$ cat config.mk
export PLATFORM = sky130hd
export DESIGN_NAME = cmc_module_control
export DESIGN_NICKNAME = d
export VERILOG_FILES = /design/src/verilog/cmc_pkg.sv /design/src/verilog/cmc_ctl_if.sv /design/src/verilog/cmc_module_control.sv /design/src/verilog/cmc_core_ctl.sv
export VERILOG_INCLUDE_DIRS = /design/src /design/src/verilog
export SDC_FILE = /design/constraint.sdc
export NUM_CORES = 1
export LEC_CHECK = 0
export ABC_AREA = 1
export BUFFER_PORTS_ARGS = -buffer_cell sky130_fd_sc_hd__buf_2
export CAP_MARGIN = 20
export CORE_MARGIN = 2
export CORE_UTILIZATION = 35
export CTS_CLUSTER_DIAMETER = 60
export DETAILED_ROUTE_END_ITERATION = 6
export PLACE_DENSITY = 0.78
export RECOVER_POWER = 25
export SYNTH_ARGS = -nofsm -noshare
export SYNTH_HDL_FRONTEND = slang
export SYNTH_SLANG_ARGS = --single-unit
$ cat constraint.sdc
create_clock -name clk -period 1.4 [get_ports clk]
set_input_delay 0.07 -clock clk [delete_from_list [all_inputs] [get_ports clk]]
set_output_delay 0.07 -clock clk [all_outputs]
set_load 0.01 [all_outputs]
$ cat src/verilog/cmc_consts.svh
// Register offsets, field positions, reset values of the coprocessor module control
`ifndef CMC_CONSTS_SVH
`define CMC_CONSTS_SVH
`define CMC_ADDR_W 8
`define CMC_DATA_W 32
`define CMC_REG_W 16
`define CMC_MODULE_CONTROL_OFFSET 8'h00
`define CMC_FLAG_MASK_BIT 11
`define CMC_SWERR_MASK_BIT 9
`define CMC_IE_MASK_BIT 8
`define CMC_REQ_EN_BIT 7
`define CMC_HALT_FRZ_BIT 6
`define CMC_DEBUG_BIT 5
`define CMC_FLAG_BIT 3
`define CMC_SWERR_BIT 1
`define CMC_IE_BIT 0
`define CMC_REQ_EN_RESET 1'b0
`define CMC_HALT_FRZ_RESET 1'b0
`define CMC_DEBUG_RESET 1'b0
`define CMC_FLAG_RESET 1'b0
`define CMC_SWERR_RESET 1'b0
`define CMC_IE_RESET 1'b0
`endif

$ cat src/verilog/cmc_pkg.sv
// Types shared by the coprocessor module control design
package cmc_pkg;
    typedef enum logic [2:0] {
        cmc_idle = 3'b001,
        cmc_run = 3'b010,
        cmc_stopped = 3'b100
    } cmc_core_state_type;
endpackage : cmc_pkg

$ cat src/verilog/cmc_ctl_if.sv
// Control and status signals between the register bank and the core run control
`timescale 1ns/1ps
interface cmc_ctl_if;
    logic request_enable;
    logic halt_in_freeze;
    logic debug_mode;
    logic thread_start;
    logic core_stall;
    logic thread_active;
    modport regs (
        output request_enable,
        output halt_in_freeze,
        output debug_mode,
        input thread_start,
        input core_stall,
        input thread_active
    );
    modport core (
        input request_enable,
        input halt_in_freeze,
        input debug_mode,
        output thread_start,
        output core_stall,
        output thread_active
    );
endinterface : cmc_ctl_if

$ cat src/verilog/cmc_module_control.sv
// APB register bank of the coprocessor module control with core run control
//
// Local design decisions: the placing of the registers and the APB register port.
`timescale 1ns/1ps
`include "cmc_consts.svh"

module cmc_module_control (
    input wire logic clk,
    input wire logic rst_n,
    input wire logic psel,
    input wire logic penable,
    input wire logic pwrite,
    input wire logic [`CMC_ADDR_W-1:0] paddr,
    input wire logic [`CMC_DATA_W-1:0] pwdata,
    input wire logic [3:0] pstrb,
    output logic [`CMC_DATA_W-1:0] prdata,
    output logic pready,
    output logic pslverr,
    input wire logic request_pending,
    input wire logic thread_done,
    input wire logic freeze_mode,
    input wire logic sw_breakpoint,
    input wire logic dbg_breakpoint,
    input wire logic sw_error_set,
    input wire logic flag_set,
    output logic coprocessor_flag,
    output logic software_error_flag,
    output logic irq_enable,
    output logic debug_mode_status,
    output logic request_enable,
    output logic halt_in_freeze,
    output logic thread_start,
    output logic core_stall,
    output logic thread_active
);
    cmc_ctl_if ctl_bus ();

    logic req_en_q;
    logic req_en_d;
    logic halt_frz_q;
    logic halt_frz_d;
    logic debug_q;
    logic debug_d;
    logic flag_q;
    logic flag_d;
    logic swerr_q;
    logic swerr_d;
    logic ie_q;
    logic ie_d;
    logic [`CMC_DATA_W-1:0] prdata_q;
    logic [`CMC_DATA_W-1:0] prdata_d;
    logic pready_q;
    logic pready_d;
    logic pslverr_q;
    logic pslverr_d;
    logic hit;
    logic setup;
    logic wr_acc;
    logic wr_lo;
    logic wr_hi;
    logic [`CMC_REG_W-1:0] wdata;

    // Masked update: a bit changes only while its mask is written as one
    function automatic logic masked_update(
        input logic old_value,
        input logic write_en,
        input logic mask,
        input logic new_value
    );
        logic result;
        result = old_value;
        if (write_en && mask) begin
            result = new_value;
        end
        return result;
    endfunction : masked_update

    // Read image; mask positions stay zero
    function automatic logic [`CMC_DATA_W-1:0] read_image(
        input logic req_en,
        input logic halt_frz,
        input logic debug,
        input logic flag,
        input logic swerr,
        input logic ie
    );
        logic [`CMC_DATA_W-1:0] word;
        word = '0;
        word[`CMC_REQ_EN_BIT] = req_en;
        word[`CMC_HALT_FRZ_BIT] = halt_frz;
        word[`CMC_DEBUG_BIT] = debug;
        word[`CMC_FLAG_BIT] = flag;
        word[`CMC_SWERR_BIT] = swerr;
        word[`CMC_IE_BIT] = ie;
        return word;
    endfunction : read_image

    // Bus decode
    always_comb begin
        hit = (paddr == `CMC_MODULE_CONTROL_OFFSET);
        setup = psel & ~penable;
        wr_acc = psel & penable & pwrite & pready_q & hit;
        wr_lo = wr_acc & pstrb[0];
        wr_hi = wr_acc & pstrb[1];
        wdata = pwdata[`CMC_REG_W-1:0];
    end

    // Register next values
    always_comb begin
        req_en_d = req_en_q;
        halt_frz_d = halt_frz_q;
        if (wr_lo) begin
            req_en_d = wdata[`CMC_REQ_EN_BIT];
            halt_frz_d = wdata[`CMC_HALT_FRZ_BIT];
        end
        // Mask bits live only in this write cycle and are not stored
        flag_d = masked_update(flag_q, wr_lo, wr_hi & wdata[`CMC_FLAG_MASK_BIT],
            wdata[`CMC_FLAG_BIT]);
        if (flag_set) begin
            flag_d = 1'b1;
        end
        swerr_d = swerr_q;
        // Writing one with the mask clears; a new error in that cycle wins
        if (wr_lo && wr_hi && wdata[`CMC_SWERR_MASK_BIT] && wdata[`CMC_SWERR_BIT]) begin
            swerr_d = 1'b0;
        end
        if (sw_error_set) begin
            swerr_d = 1'b1;
        end
        ie_d = masked_update(ie_q, wr_lo, wr_hi & wdata[`CMC_IE_MASK_BIT],
            wdata[`CMC_IE_BIT]);
        // Only breakpoints and writes move debug mode; a breakpoint wins
        debug_d = debug_q;
        if (wr_lo) begin
            debug_d = wdata[`CMC_DEBUG_BIT];
        end
        if (sw_breakpoint || dbg_breakpoint) begin
            debug_d = 1'b1;
        end
    end

    always_ff @(posedge clk) begin
        if (!rst_n) begin
            req_en_q <= `CMC_REQ_EN_RESET;
            halt_frz_q <= `CMC_HALT_FRZ_RESET;
            debug_q <= `CMC_DEBUG_RESET;
            flag_q <= `CMC_FLAG_RESET;
            swerr_q <= `CMC_SWERR_RESET;
            ie_q <= `CMC_IE_RESET;
        end else begin
            req_en_q <= req_en_d;
            halt_frz_q <= halt_frz_d;
            debug_q <= debug_d;
            flag_q <= flag_d;
            swerr_q <= swerr_d;
            ie_q <= ie_d;
        end
    end

    // APB answer: data and error are prepared in the setup cycle
    always_comb begin
        pready_d = 1'b1;
        prdata_d = prdata_q;
        pslverr_d = pslverr_q;
        if (setup) begin
            pslverr_d = ~hit;
            prdata_d = '0;
            if (!pwrite && hit) begin
                prdata_d = read_image(req_en_q, halt_frz_q, debug_q, flag_q, swerr_q,
                    ie_q);
            end
        end
    end

    always_ff @(posedge clk) begin
        if (!rst_n) begin
            prdata_q <= '0;
            pready_q <= 1'b0;
            pslverr_q <= 1'b0;
        end else begin
            prdata_q <= prdata_d;
            pready_q <= pready_d;
            pslverr_q <= pslverr_d;
        end
    end

    assign ctl_bus.request_enable = req_en_q;
    assign ctl_bus.halt_in_freeze = halt_frz_q;
    assign ctl_bus.debug_mode = debug_q;

    cmc_core_ctl u_core_ctl (
        .clk(clk),
        .rst_n(rst_n),
        .request_pending(request_pending),
        .thread_done(thread_done),
        .freeze_mode(freeze_mode),
        .ctl(ctl_bus.core)
    );

    assign prdata = prdata_q;
    assign pready = pready_q;
    assign pslverr = pslverr_q;
    assign coprocessor_flag = flag_q;
    assign software_error_flag = swerr_q;
    assign irq_enable = ie_q;
    assign debug_mode_status = debug_q;
    assign request_enable = req_en_q;
    assign halt_in_freeze = halt_frz_q;
    assign thread_start = ctl_bus.thread_start;
    assign core_stall = ctl_bus.core_stall;
    assign thread_active = ctl_bus.thread_active;
endmodule : cmc_module_control

$ cat src/verilog/cmc_core_ctl.sv
// Request gating and run or stop control of the coprocessor core
`timescale 1ns/1ps
module cmc_core_ctl (
    input wire logic clk,
    input wire logic rst_n,
    input wire logic request_pending,
    input wire logic thread_done,
    input wire logic freeze_mode,
    cmc_ctl_if.core ctl
);
    cmc_pkg::cmc_core_state_type state_q;
    cmc_pkg::cmc_core_state_type state_d;
    logic start_q;
    logic start_d;
    logic stall_q;
    logic stall_d;
    logic active_q;
    logic active_d;
    logic halt;

    always_comb begin
        // Freeze halts only when enabled; debug mode always holds the core
        halt = (freeze_mode & ctl.halt_in_freeze) | ctl.debug_mode;
        state_d = state_q;
        start_d = 1'b0;
        stall_d = halt;
        case (state_q)
            cmc_pkg::cmc_idle: begin
                // New requests only while enabled and the core may run
                if (request_pending && ctl.request_enable && !halt) begin
                    state_d = cmc_pkg::cmc_run;
                    start_d = 1'b1;
                end
            end
            cmc_pkg::cmc_run: begin
                // A cleared request enable does not end the running thread
                if (thread_done) begin
                    state_d = cmc_pkg::cmc_idle;
                end else if (halt) begin
                    state_d = cmc_pkg::cmc_stopped;
                end
            end
            cmc_pkg::cmc_stopped: begin
                // A completion that lands as the core stops is not lost
                if (thread_done) begin
                    state_d = cmc_pkg::cmc_idle;
                end else if (!halt) begin
                    state_d = cmc_pkg::cmc_run;
                end
            end
            default: begin
                state_d = cmc_pkg::cmc_idle;
            end
        endcase
        active_d = (state_d != cmc_pkg::cmc_idle);
    end

    always_ff @(posedge clk) begin
        if (!rst_n) begin
            state_q <= cmc_pkg::cmc_idle;
            start_q <= 1'b0;
            stall_q <= 1'b0;
            active_q <= 1'b0;
        end else begin
            state_q <= state_d;
            start_q <= start_d;
            stall_q <= stall_d;
            active_q <= active_d;
        end
    end

    assign ctl.thread_start = start_q;
    assign ctl.core_stall = stall_q;
    assign ctl.thread_active = active_q;
endmodule : cmc_core_ctl

### Word-level counts from Yosys, hierarchy flattened

Index checks and enable logic that the tools add are counted.

* memory bits (read-only): 0
* input port bits: 56
* output and inout bits: 43
* bits in latches: 0
* logic and storage cells: 61
* memories kept: 0
* flip-flop bits (word level): 46
* memory bits (writable): 0

* bitwise gates (word level): 13
* reductions and logical operators: 16
* equal/unequal tests: 4
* order comparisons: 0
* shift operators: 0
* add/subtract/negate cells: 0
* div/mod/pow operators: 0
* multiplexer cells: 15
* $mul: 0

Operator list (number)
* $mux 3: 5
* $and 1x1->1: 10
* $pmux 3 s3: 1
* $logic_and 1x1->1: 8
* $logic_not 8->1: 1
* $mux 1: 8
* $mux 8: 1
* $reduce_bool 2->1: 3
* $eq 3x1->1 const B: 1
* $eq 3x2->1 const B: 1
* $eq 3x3->1 const B: 1
* $ne 3x1->1 const B: 1
* $logic_not 1->1: 2
* $not 1->1: 2
* $reduce_and 2->1: 1
* $logic_or 1x1->1: 1
* $or 1x1->1: 1

### Longest topological paths before layout

Gate-level depths: netlist of run 1.

* depth after elaboration: 10
* gate-level depth with buffers: 9
* depth with buffers taken out: 9

### By module

From an unflattened synthesis of run 1, not the netlist that was laid out.

* cells, all modules: 147
* area total of the unflattened synthesis: 1081.0 um^2

By module, submodules not included
* cmc_module_control: sequential area each 280.3 um^2, times used 1, area an instance 810.8 um^2, cells each 108
* cmc_core_ctl: sequential area each 120.1 um^2, times used 1, area an instance 270.3 um^2, cells each 39

### Worst setup path before layout of run 1

OpenSTA, ideal clock, no wires.

* path type: reg-to-reg
* start: register pready_q, in the netlist pready
* end: register ie_q, in the netlist irq_enable
* setup time: 0.113 ns
* data required time: 1.287 ns
* stages on the path, launching flop included: 8
* data arrival time: 0.978 ns
* path slack: 0.310 ns
* path through: dfxtp_1 > nand3_1 > nor2_4 > nand2_4 > nor2_4 > nand2_2 > nor2_1 > nor2_1

* longest elaborated chain between the ends: 5
* elaborated cells on any way between the ends: 6
* those cells by class: bitwise (5); reduce/logical (1)

RTL lines
* from (decl): RTL line cmc_module_control.sv:52 `logic pready_q;`
* from (signal assigned): RTL line cmc_module_control.sv:182 `pready_q <= pready_d;`
* $and 1x1->1 * (2 in series): RTL line cmc_module_control.sv:102 `wr_acc = psel & penable & pwrite & pready_q & hit;`
* $and 1x1->1: RTL line cmc_module_control.sv:104 `wr_hi = wr_acc & pstrb[1];`
* $and 1x1->1: RTL line cmc_module_control.sv:130 `` ie_d = masked_update(ie_q, wr_lo, wr_hi & wdata[`CMC_IE_MASK_BIT], ``
* $logic_and 1x1->1 *: RTL line cmc_module_control.sv:72 `if (write_en && mask) begin`
* to (signal assigned): RTL line cmc_module_control.sv:149 `` ie_q <= `CMC_IE_RESET; ``
* to (signal assigned): RTL line cmc_module_control.sv:156 `ie_q <= ie_d;`
* to (decl): RTL line cmc_module_control.sv:48 `logic ie_q;`

Mark *: on every way between the ends. The rest lies on a longest branch, timed or not.
A chain may end at the register's enable or synchronous reset.

### Final worst setup path of run 1

* start: register pready_q, in the netlist pready
* end: register flag_q, in the netlist coprocessor_flag

* longest elaborated chain between the ends: 6
* elaborated cells on any way between the ends: 7
* those cells by class: bitwise (5); reduce/logical (2)

RTL lines
* $and 1x1->1 * (2 in series): RTL line cmc_module_control.sv:102
* $and 1x1->1: RTL line cmc_module_control.sv:104
* $and 1x1->1: RTL line cmc_module_control.sv:117 `` flag_d = masked_update(flag_q, wr_lo, wr_hi & wdata[`CMC_FLAG_MASK_BIT], ``
* $logic_and 1x1->1 *: RTL line cmc_module_control.sv:72
* $reduce_bool 2->1 (no source line) *
* to (signal assigned): RTL line cmc_module_control.sv:147 `` flag_q <= `CMC_FLAG_RESET; ``
* to (signal assigned): RTL line cmc_module_control.sv:154 `flag_q <= flag_d;`
* to (decl): RTL line cmc_module_control.sv:44 `logic flag_q;`

Marks and branches as above.

==> metrics.cfg, run 1 <==
[run_status]
status=complete, no violations

[drt]
drt_wl_total_um=2060
ant_nets=0
firstDrtPassIters=4
vias=912
drc=0
first_iter_violations=15
wl_per_cell_um=9.67
viasPerCell=4.28

[layout]
area_delta_synth_final_pct=24.2
num_antenna_cells=0
largest_reg_flops=6
drive_above_1_share_pct=28.6
final_nets=239
finish.instance_area_mm2=0.00126

[critical_path]
arrival_ps=1400
critical_path.most_common_cell=nand3_1
path_cells=nand3_1, nor2_4, nand2_4, nor2_4, nand3_1, nand3_1, nand2_1, inv_1
cp_max_fo=6
worst-path-buf-inv=1
worstSetupPathType=flop to flop
end_kind=flop
max_stage_delay_ps=350
cpMaxStageDelayCell=dfxtp_1
cp-start-kind=flop
critPathRequiredTime_ps=1660
cpLargestDelayFamily=simple AND/OR/NAND/NOR gates

[power_and_ir_drop]
leakage_uw=0.000655
share_seq_of_total_power_pct=48.8
p_int_uw=924
sw_frac_of_total_pct=23.2
comb_power_share_pct=11.8
power.share.clock_pct=39.5
power.switching_uw=279
power_density_mw_per_mm2=957
finalPower_uw=1200
ir_drop_v=0.000853

[synth]
synth_largest_area_cell=dfxtp_1
synth_enable_flop_cells=0
syn_area_mm2=0.00101
synthFlopType=dfxtp_1
synth_top_area_share_pct=39.6
synth_area_leaders=dfxtp_1, buf_4, nand2_1
yosysUniqueCellTypes=21
synth_seq_area_share_pct=39.6
synth_area_per_cell_um2=7.85
synth.yosys.warnings=0
async_reset_ff_share_pct=0
ys_ff_latch=20
syn_inst=129

[clock_network]
cts_setup_buffers=0
clock_path_buffers=2
ctsResizeCount=0
cts.htree.levels=1
clk_latency_ps=310
cts_tree=yes
cts.root.buffer_cell=clkbuf_4
clock-sinks=20
clk_pin_slew_worst_paths_ps=120
cts_buffers=3

[timing]
grt_setup_unrepaired=false
finalHoldViolCount=0
fin_ws_ps=269
final-setup-viol-count=0
skew_ps=7.12
max_freq_ghz=0.884
finalCritPeriodShare_pct=80.8
final.setup.tns_ps=0
final.min_clock_period_ps=1130
finalMaxSlewViolations=0

[grt]
grt_overflow=0
grtUsageTotal_pct=13.2
antenna_found_initial=0
grt_pass1_vias=837
grt_pass1_wl_um=3320
grt_max_degree=13

[placement]
gp_congestion=0.730
portBuffers=47
dp_hpwl_um=1660
placedInstanceArea_mm2=0.00118
dpl_worst_slack_ps=272

[flow_run]
maxCapViolCount=0

[floorplan]
ioPinCount=99
coreArea_mm2=0.00276
dieArea_mm2=0.00334
die_height_um=57.8
row_count=19
start_util_pct=36.7
die_w_um=57.8

[hold_path]
hp-class=input pin to flop

## metal layers
| layer | part of all wire, % | track usage [%] |
|---|---|---|
| met1 | 39 | 14.7 |
| met2 | 48 | 22.1 |
| met3 | 9.9 | 4.02 |
| met4 | 2.1 | 7.97 |
| met5 | 0 | 0 |
## Yosys cell counts, types with 2 or more instances
library cell,instances
a21oi_1,10
nor2_4,3
nand2_1,16
buf_4,26
o21ai_0,2
inv_1,12
dfxtp_1,20
nand4_1,8
nand3_1,5
nor3_1,4
nor2_1,13
## kinds of logic (layout without fill, tap and decap cells)
kind of cell           count (synthesis)  in the layout  share of synthesized area [%]
other                                  1             26                          0.370
flip-flops                            20             20                           39.6
AND/OR/NAND/NOR                       52             52                           25.8
AO/OA/AOI/OAI                         15             15                           8.16
XOR/XNOR                               1              1                          0.865
buffers and inverters                 40             68                           25.2
## worst reg2reg max path: cells and delay by family (launching register included)
family                 cells  cell delay (ps)
buffers and inverters      1               50
flip-flops                 1              350
AND/OR/NAND/NOR            7              710
## final cells by class
type                       count  area [µm²]
clock inverter                 1        30.0
inverter                      12        45.0
multi-input combinational     94         450
sequential                    20         400
fill                         310        1500
tap                           31        38.8
timing repair buffer          52         270
clock buffer                   3        22.5
## power groups by stage
stage / Combinational (µW) / Sequential [µW] / Clock [µW]
2_1_floorplan: 121 / 605 / 0
3_3_place_gp: 136 / 600 / 0
3_5_place_dp: 137 / 600 / 0
4_1_cts: 143 / 587 / 486
5_1_grt: 161 / 590 / 505
6_report: 142 / 587 / 475
## what timing repair did
| action | 4_1_cts | 5_1_grt |
|---|---|---|
| setup endpoints to repair | 0 | 0 |
| hold buffers | 3 | 0 |
| endpoints found under the hold margin | 3 | 0 |
## per-stage QoR
step	util [%]	hold WS (ps)	cells
finish	45.6	23.1	213
global placement	43.0	246	206
detailed placement	43.0	248	206
global route	45.6	18.8	213
floorplan	-	97.7	154
CTS	46.0	23.1	213
## path summary, 6_finish.rpt
| kind | startpoint | endpoint | slack, ps | depth (start not counted) |
|---|---|---|---|---|
| worst max-delay path | pready | coprocessor_flag | 270 | 8 |
| worst min register to register | prdata[6] | prdata[6] | 470 | 2 |
| worst min-delay path | freeze_mode | u_core_ctl.state_q[1] | 20 | 3 |
| worst max register to register | pready | coprocessor_flag | 270 | 8 |
## cells in the final DEF (no fill, tap or decap), drive strengths merged
master	n
buf	41
conb	26
dfxtp	20
nand2	18
nor2	17
inv	12
clkbuf	11
a21oi	10
nand4	8
nand3	5
nor3	4
dlygate4sd3	3
o21ai	3
a31oi	1
a21o	1
xor2	1
bufinv	1
Note: power is estimated with default switching activity, not from simulation.
==> run 2: changes to the inputs <==
--- a/config.mk
+++ b/config.mk
@@ -10,10 +10,10 @@
 export BUFFER_PORTS_ARGS = -buffer_cell sky130_fd_sc_hd__buf_2
 export CAP_MARGIN = 20
 export CORE_MARGIN = 2
-export CORE_UTILIZATION = 35
+export CORE_UTILIZATION = 32
 export CTS_CLUSTER_DIAMETER = 60
 export DETAILED_ROUTE_END_ITERATION = 6
-export PLACE_DENSITY = 0.78
+export PLACE_DENSITY = 0.75
 export RECOVER_POWER = 25
 export SYNTH_ARGS = -nofsm -noshare
 export SYNTH_HDL_FRONTEND = slang
==> constraint.sdc (replaced) <==
create_clock -name clk -period 1 [get_ports clk]
set_input_delay 0.05 -clock clk [delete_from_list [all_inputs] [get_ports clk]]
set_output_delay 0.05 -clock clk [all_outputs]
set_load 0.01 [all_outputs]
==> run 2 against run 1 <==
The flow now finishes with violations (negative setup slack). Die area up 8.7%. Setup slack got worse by 350 ps. Combinational power grew 77%. Via count up 7.2%. Fmax up 4.3%. Global-route usage down 0.14 points. Non-clock buffer count increased by 16. Clock power is 39% higher. First-iteration DRC count up 6.7%. Core utilization is 2.5 points higher. Critical endpoint is now software_error_flag.
==> metrics.cfg, run 2 (synthesis results as in run 1) <==
[clock_network]
cts.htree.levels=1
clock_path_buffers=2
clock-sinks=20
cts_buffers=3
cts_tree=yes
cts.root.buffer_cell=clkbuf_4
clk_pin_slew_worst_paths_ps=120
clk_latency_ps=300

[drt]
ant_nets=0
vias=978
drc=0
wl_per_cell_um=9.56
firstDrtPassIters=4
first_iter_violations=16
drt_wl_total_um=2310
viasPerCell=4.04

[placement]
dp_hpwl_um=1800
placedInstanceArea_mm2=0.00126
portBuffers=47
gp_congestion=0.810

[power_and_ir_drop]
ir_drop_v=0.000425
power_density_mw_per_mm2=1190
sw_frac_of_total_pct=23.3
share_seq_of_total_power_pct=47.4
comb_power_share_pct=14.5
power.switching_uw=403
power.share.clock_pct=38.1
leakage_uw=0.000763
p_int_uw=1330

[layout]
final_cell_mix=buf_2, conb_1, nand2_1
num_antenna_cells=0
final_common_cell=buf_2
largest_reg_flops=6
finish.instance_area_mm2=0.00146
drive_above_1_share_pct=43.4
area_delta_synth_final_pct=44.0
final_nets=255
final_util_pct=48.1

[grt]
antenna_found_initial=0
grtUsageTotal_pct=13.1
grt_pass1_vias=895
grt_overflow=0
grt_max_degree=13
grt_pass1_wl_um=3580

[critical_path]
arrival_ps=1290
cp_max_fo=5
r2r-end=software_error_flag
worstSetupPathType=flop to flop
startpoint=pready
r2r_slack_ps=-80
reg2reg_depth=6
endpoint=software_error_flag
cp-start-kind=flop
regToRegStartpoint=pready
critPathRequiredTime_ps=1200
end_kind=flop

[timing]
finalHoldViolCount=0
max_freq_ghz=0.922
skew_ps=6.33
finalCritPeriodShare_pct=108
final-setup-viol-count=8
fin_ws_ps=-84.8
final.min_clock_period_ps=1080
grt_setup_unrepaired=true
final.setup.tns_ps=-404
finalMaxSlewViolations=0

[floorplan]
coreArea_mm2=0.00303
start_util_pct=33.4
die_w_um=60.2
die_height_um=60.2
ioPinCount=99
dieArea_mm2=0.00363
row_count=20

[hold_path]
min_from=flag_set
hp-class=input pin to flop

[run_status]
violations=negative setup slack
status=finished, violations left

[flow_run]
maxCapViolCount=0

run 2: changes by cell type in the layout (fill, tap and decap cells not counted), moves of 4 or more:
cell      change
buf_2         +7
dfxtp_1       -5
dfxtp_2       +5
buf_4        +11
clkbuf_1      -7
nor2_1        -4
run 2: timing repair:
| action | in CTS | in global routing |
|---|---|---|
| pin swaps | 2 | 3 |
| hold buffers | 6 | 0 |
| gates cloned | 0 | 0 |
| gates resized for setup | 1 | 14 |
| endpoints found under the setup margin | 7 | 10 |
| hold endpoints to repair | 4 | 0 |
| buffers inserted | 4 | 2 |
run 2: how the worst min path moves through the flow:
stage                                        to  depth (start not counted)
after global placement                   pready                          1
final                          coprocessor_flag                          5
after detailed placement                 pready                          1
after global routing             request_enable                          3
after floorplan                          pready                          0
after CTS                 u_core_ctl.state_q[2]                          4
run 2: layout make-up:
type                    count  area (µm²)
flip-flops and latches     20         407
clock inverters             1        30.0
repair buffers             68         414
well taps                  44        55.1
multi-input cells          94         484
clock buffers               3        22.5
inverters                  12        45.0
fillers                   319        1570
run 2: critical path: stages (launching register included):
cell	delay, ps
dfxtp_2	350
nand3_2	80
nor2_4	160
buf_4	140
nand3_2	80
o21ai_2	110
a21oi_1	60
run 2: stage by stage:
step	power (µW)	hold WS [ps]	std cells	setup WS, ps
floorplan	1020	77.7	154	-38.2
global placement	1050	232	226	-18.5
detailed placement	1050	234	226	-79.6
CTS	1740	9.43	240	-68.1
global route	1800	5.67	242	-190
finish	1730	19.6	242	-84.8
run 2: power groups by stage:
stage               Clock, µW  Combinational, µW  Sequential (µW)
finish                    659                251              822
detailed placement          0                208              839
global route              697                281              824
global placement            0                208              839
floorplan                   0                171              848
CTS                       681                236              822
run 2: layer usage:
metal  vias up  GRT usage (%)  share of wire [%]
li1        500              -                  -
met1       426           14.4                 38
met2        46           23.0                 51
met3         6           3.25                9.2
met4         0           6.67                2.0
met5         -              0                  0
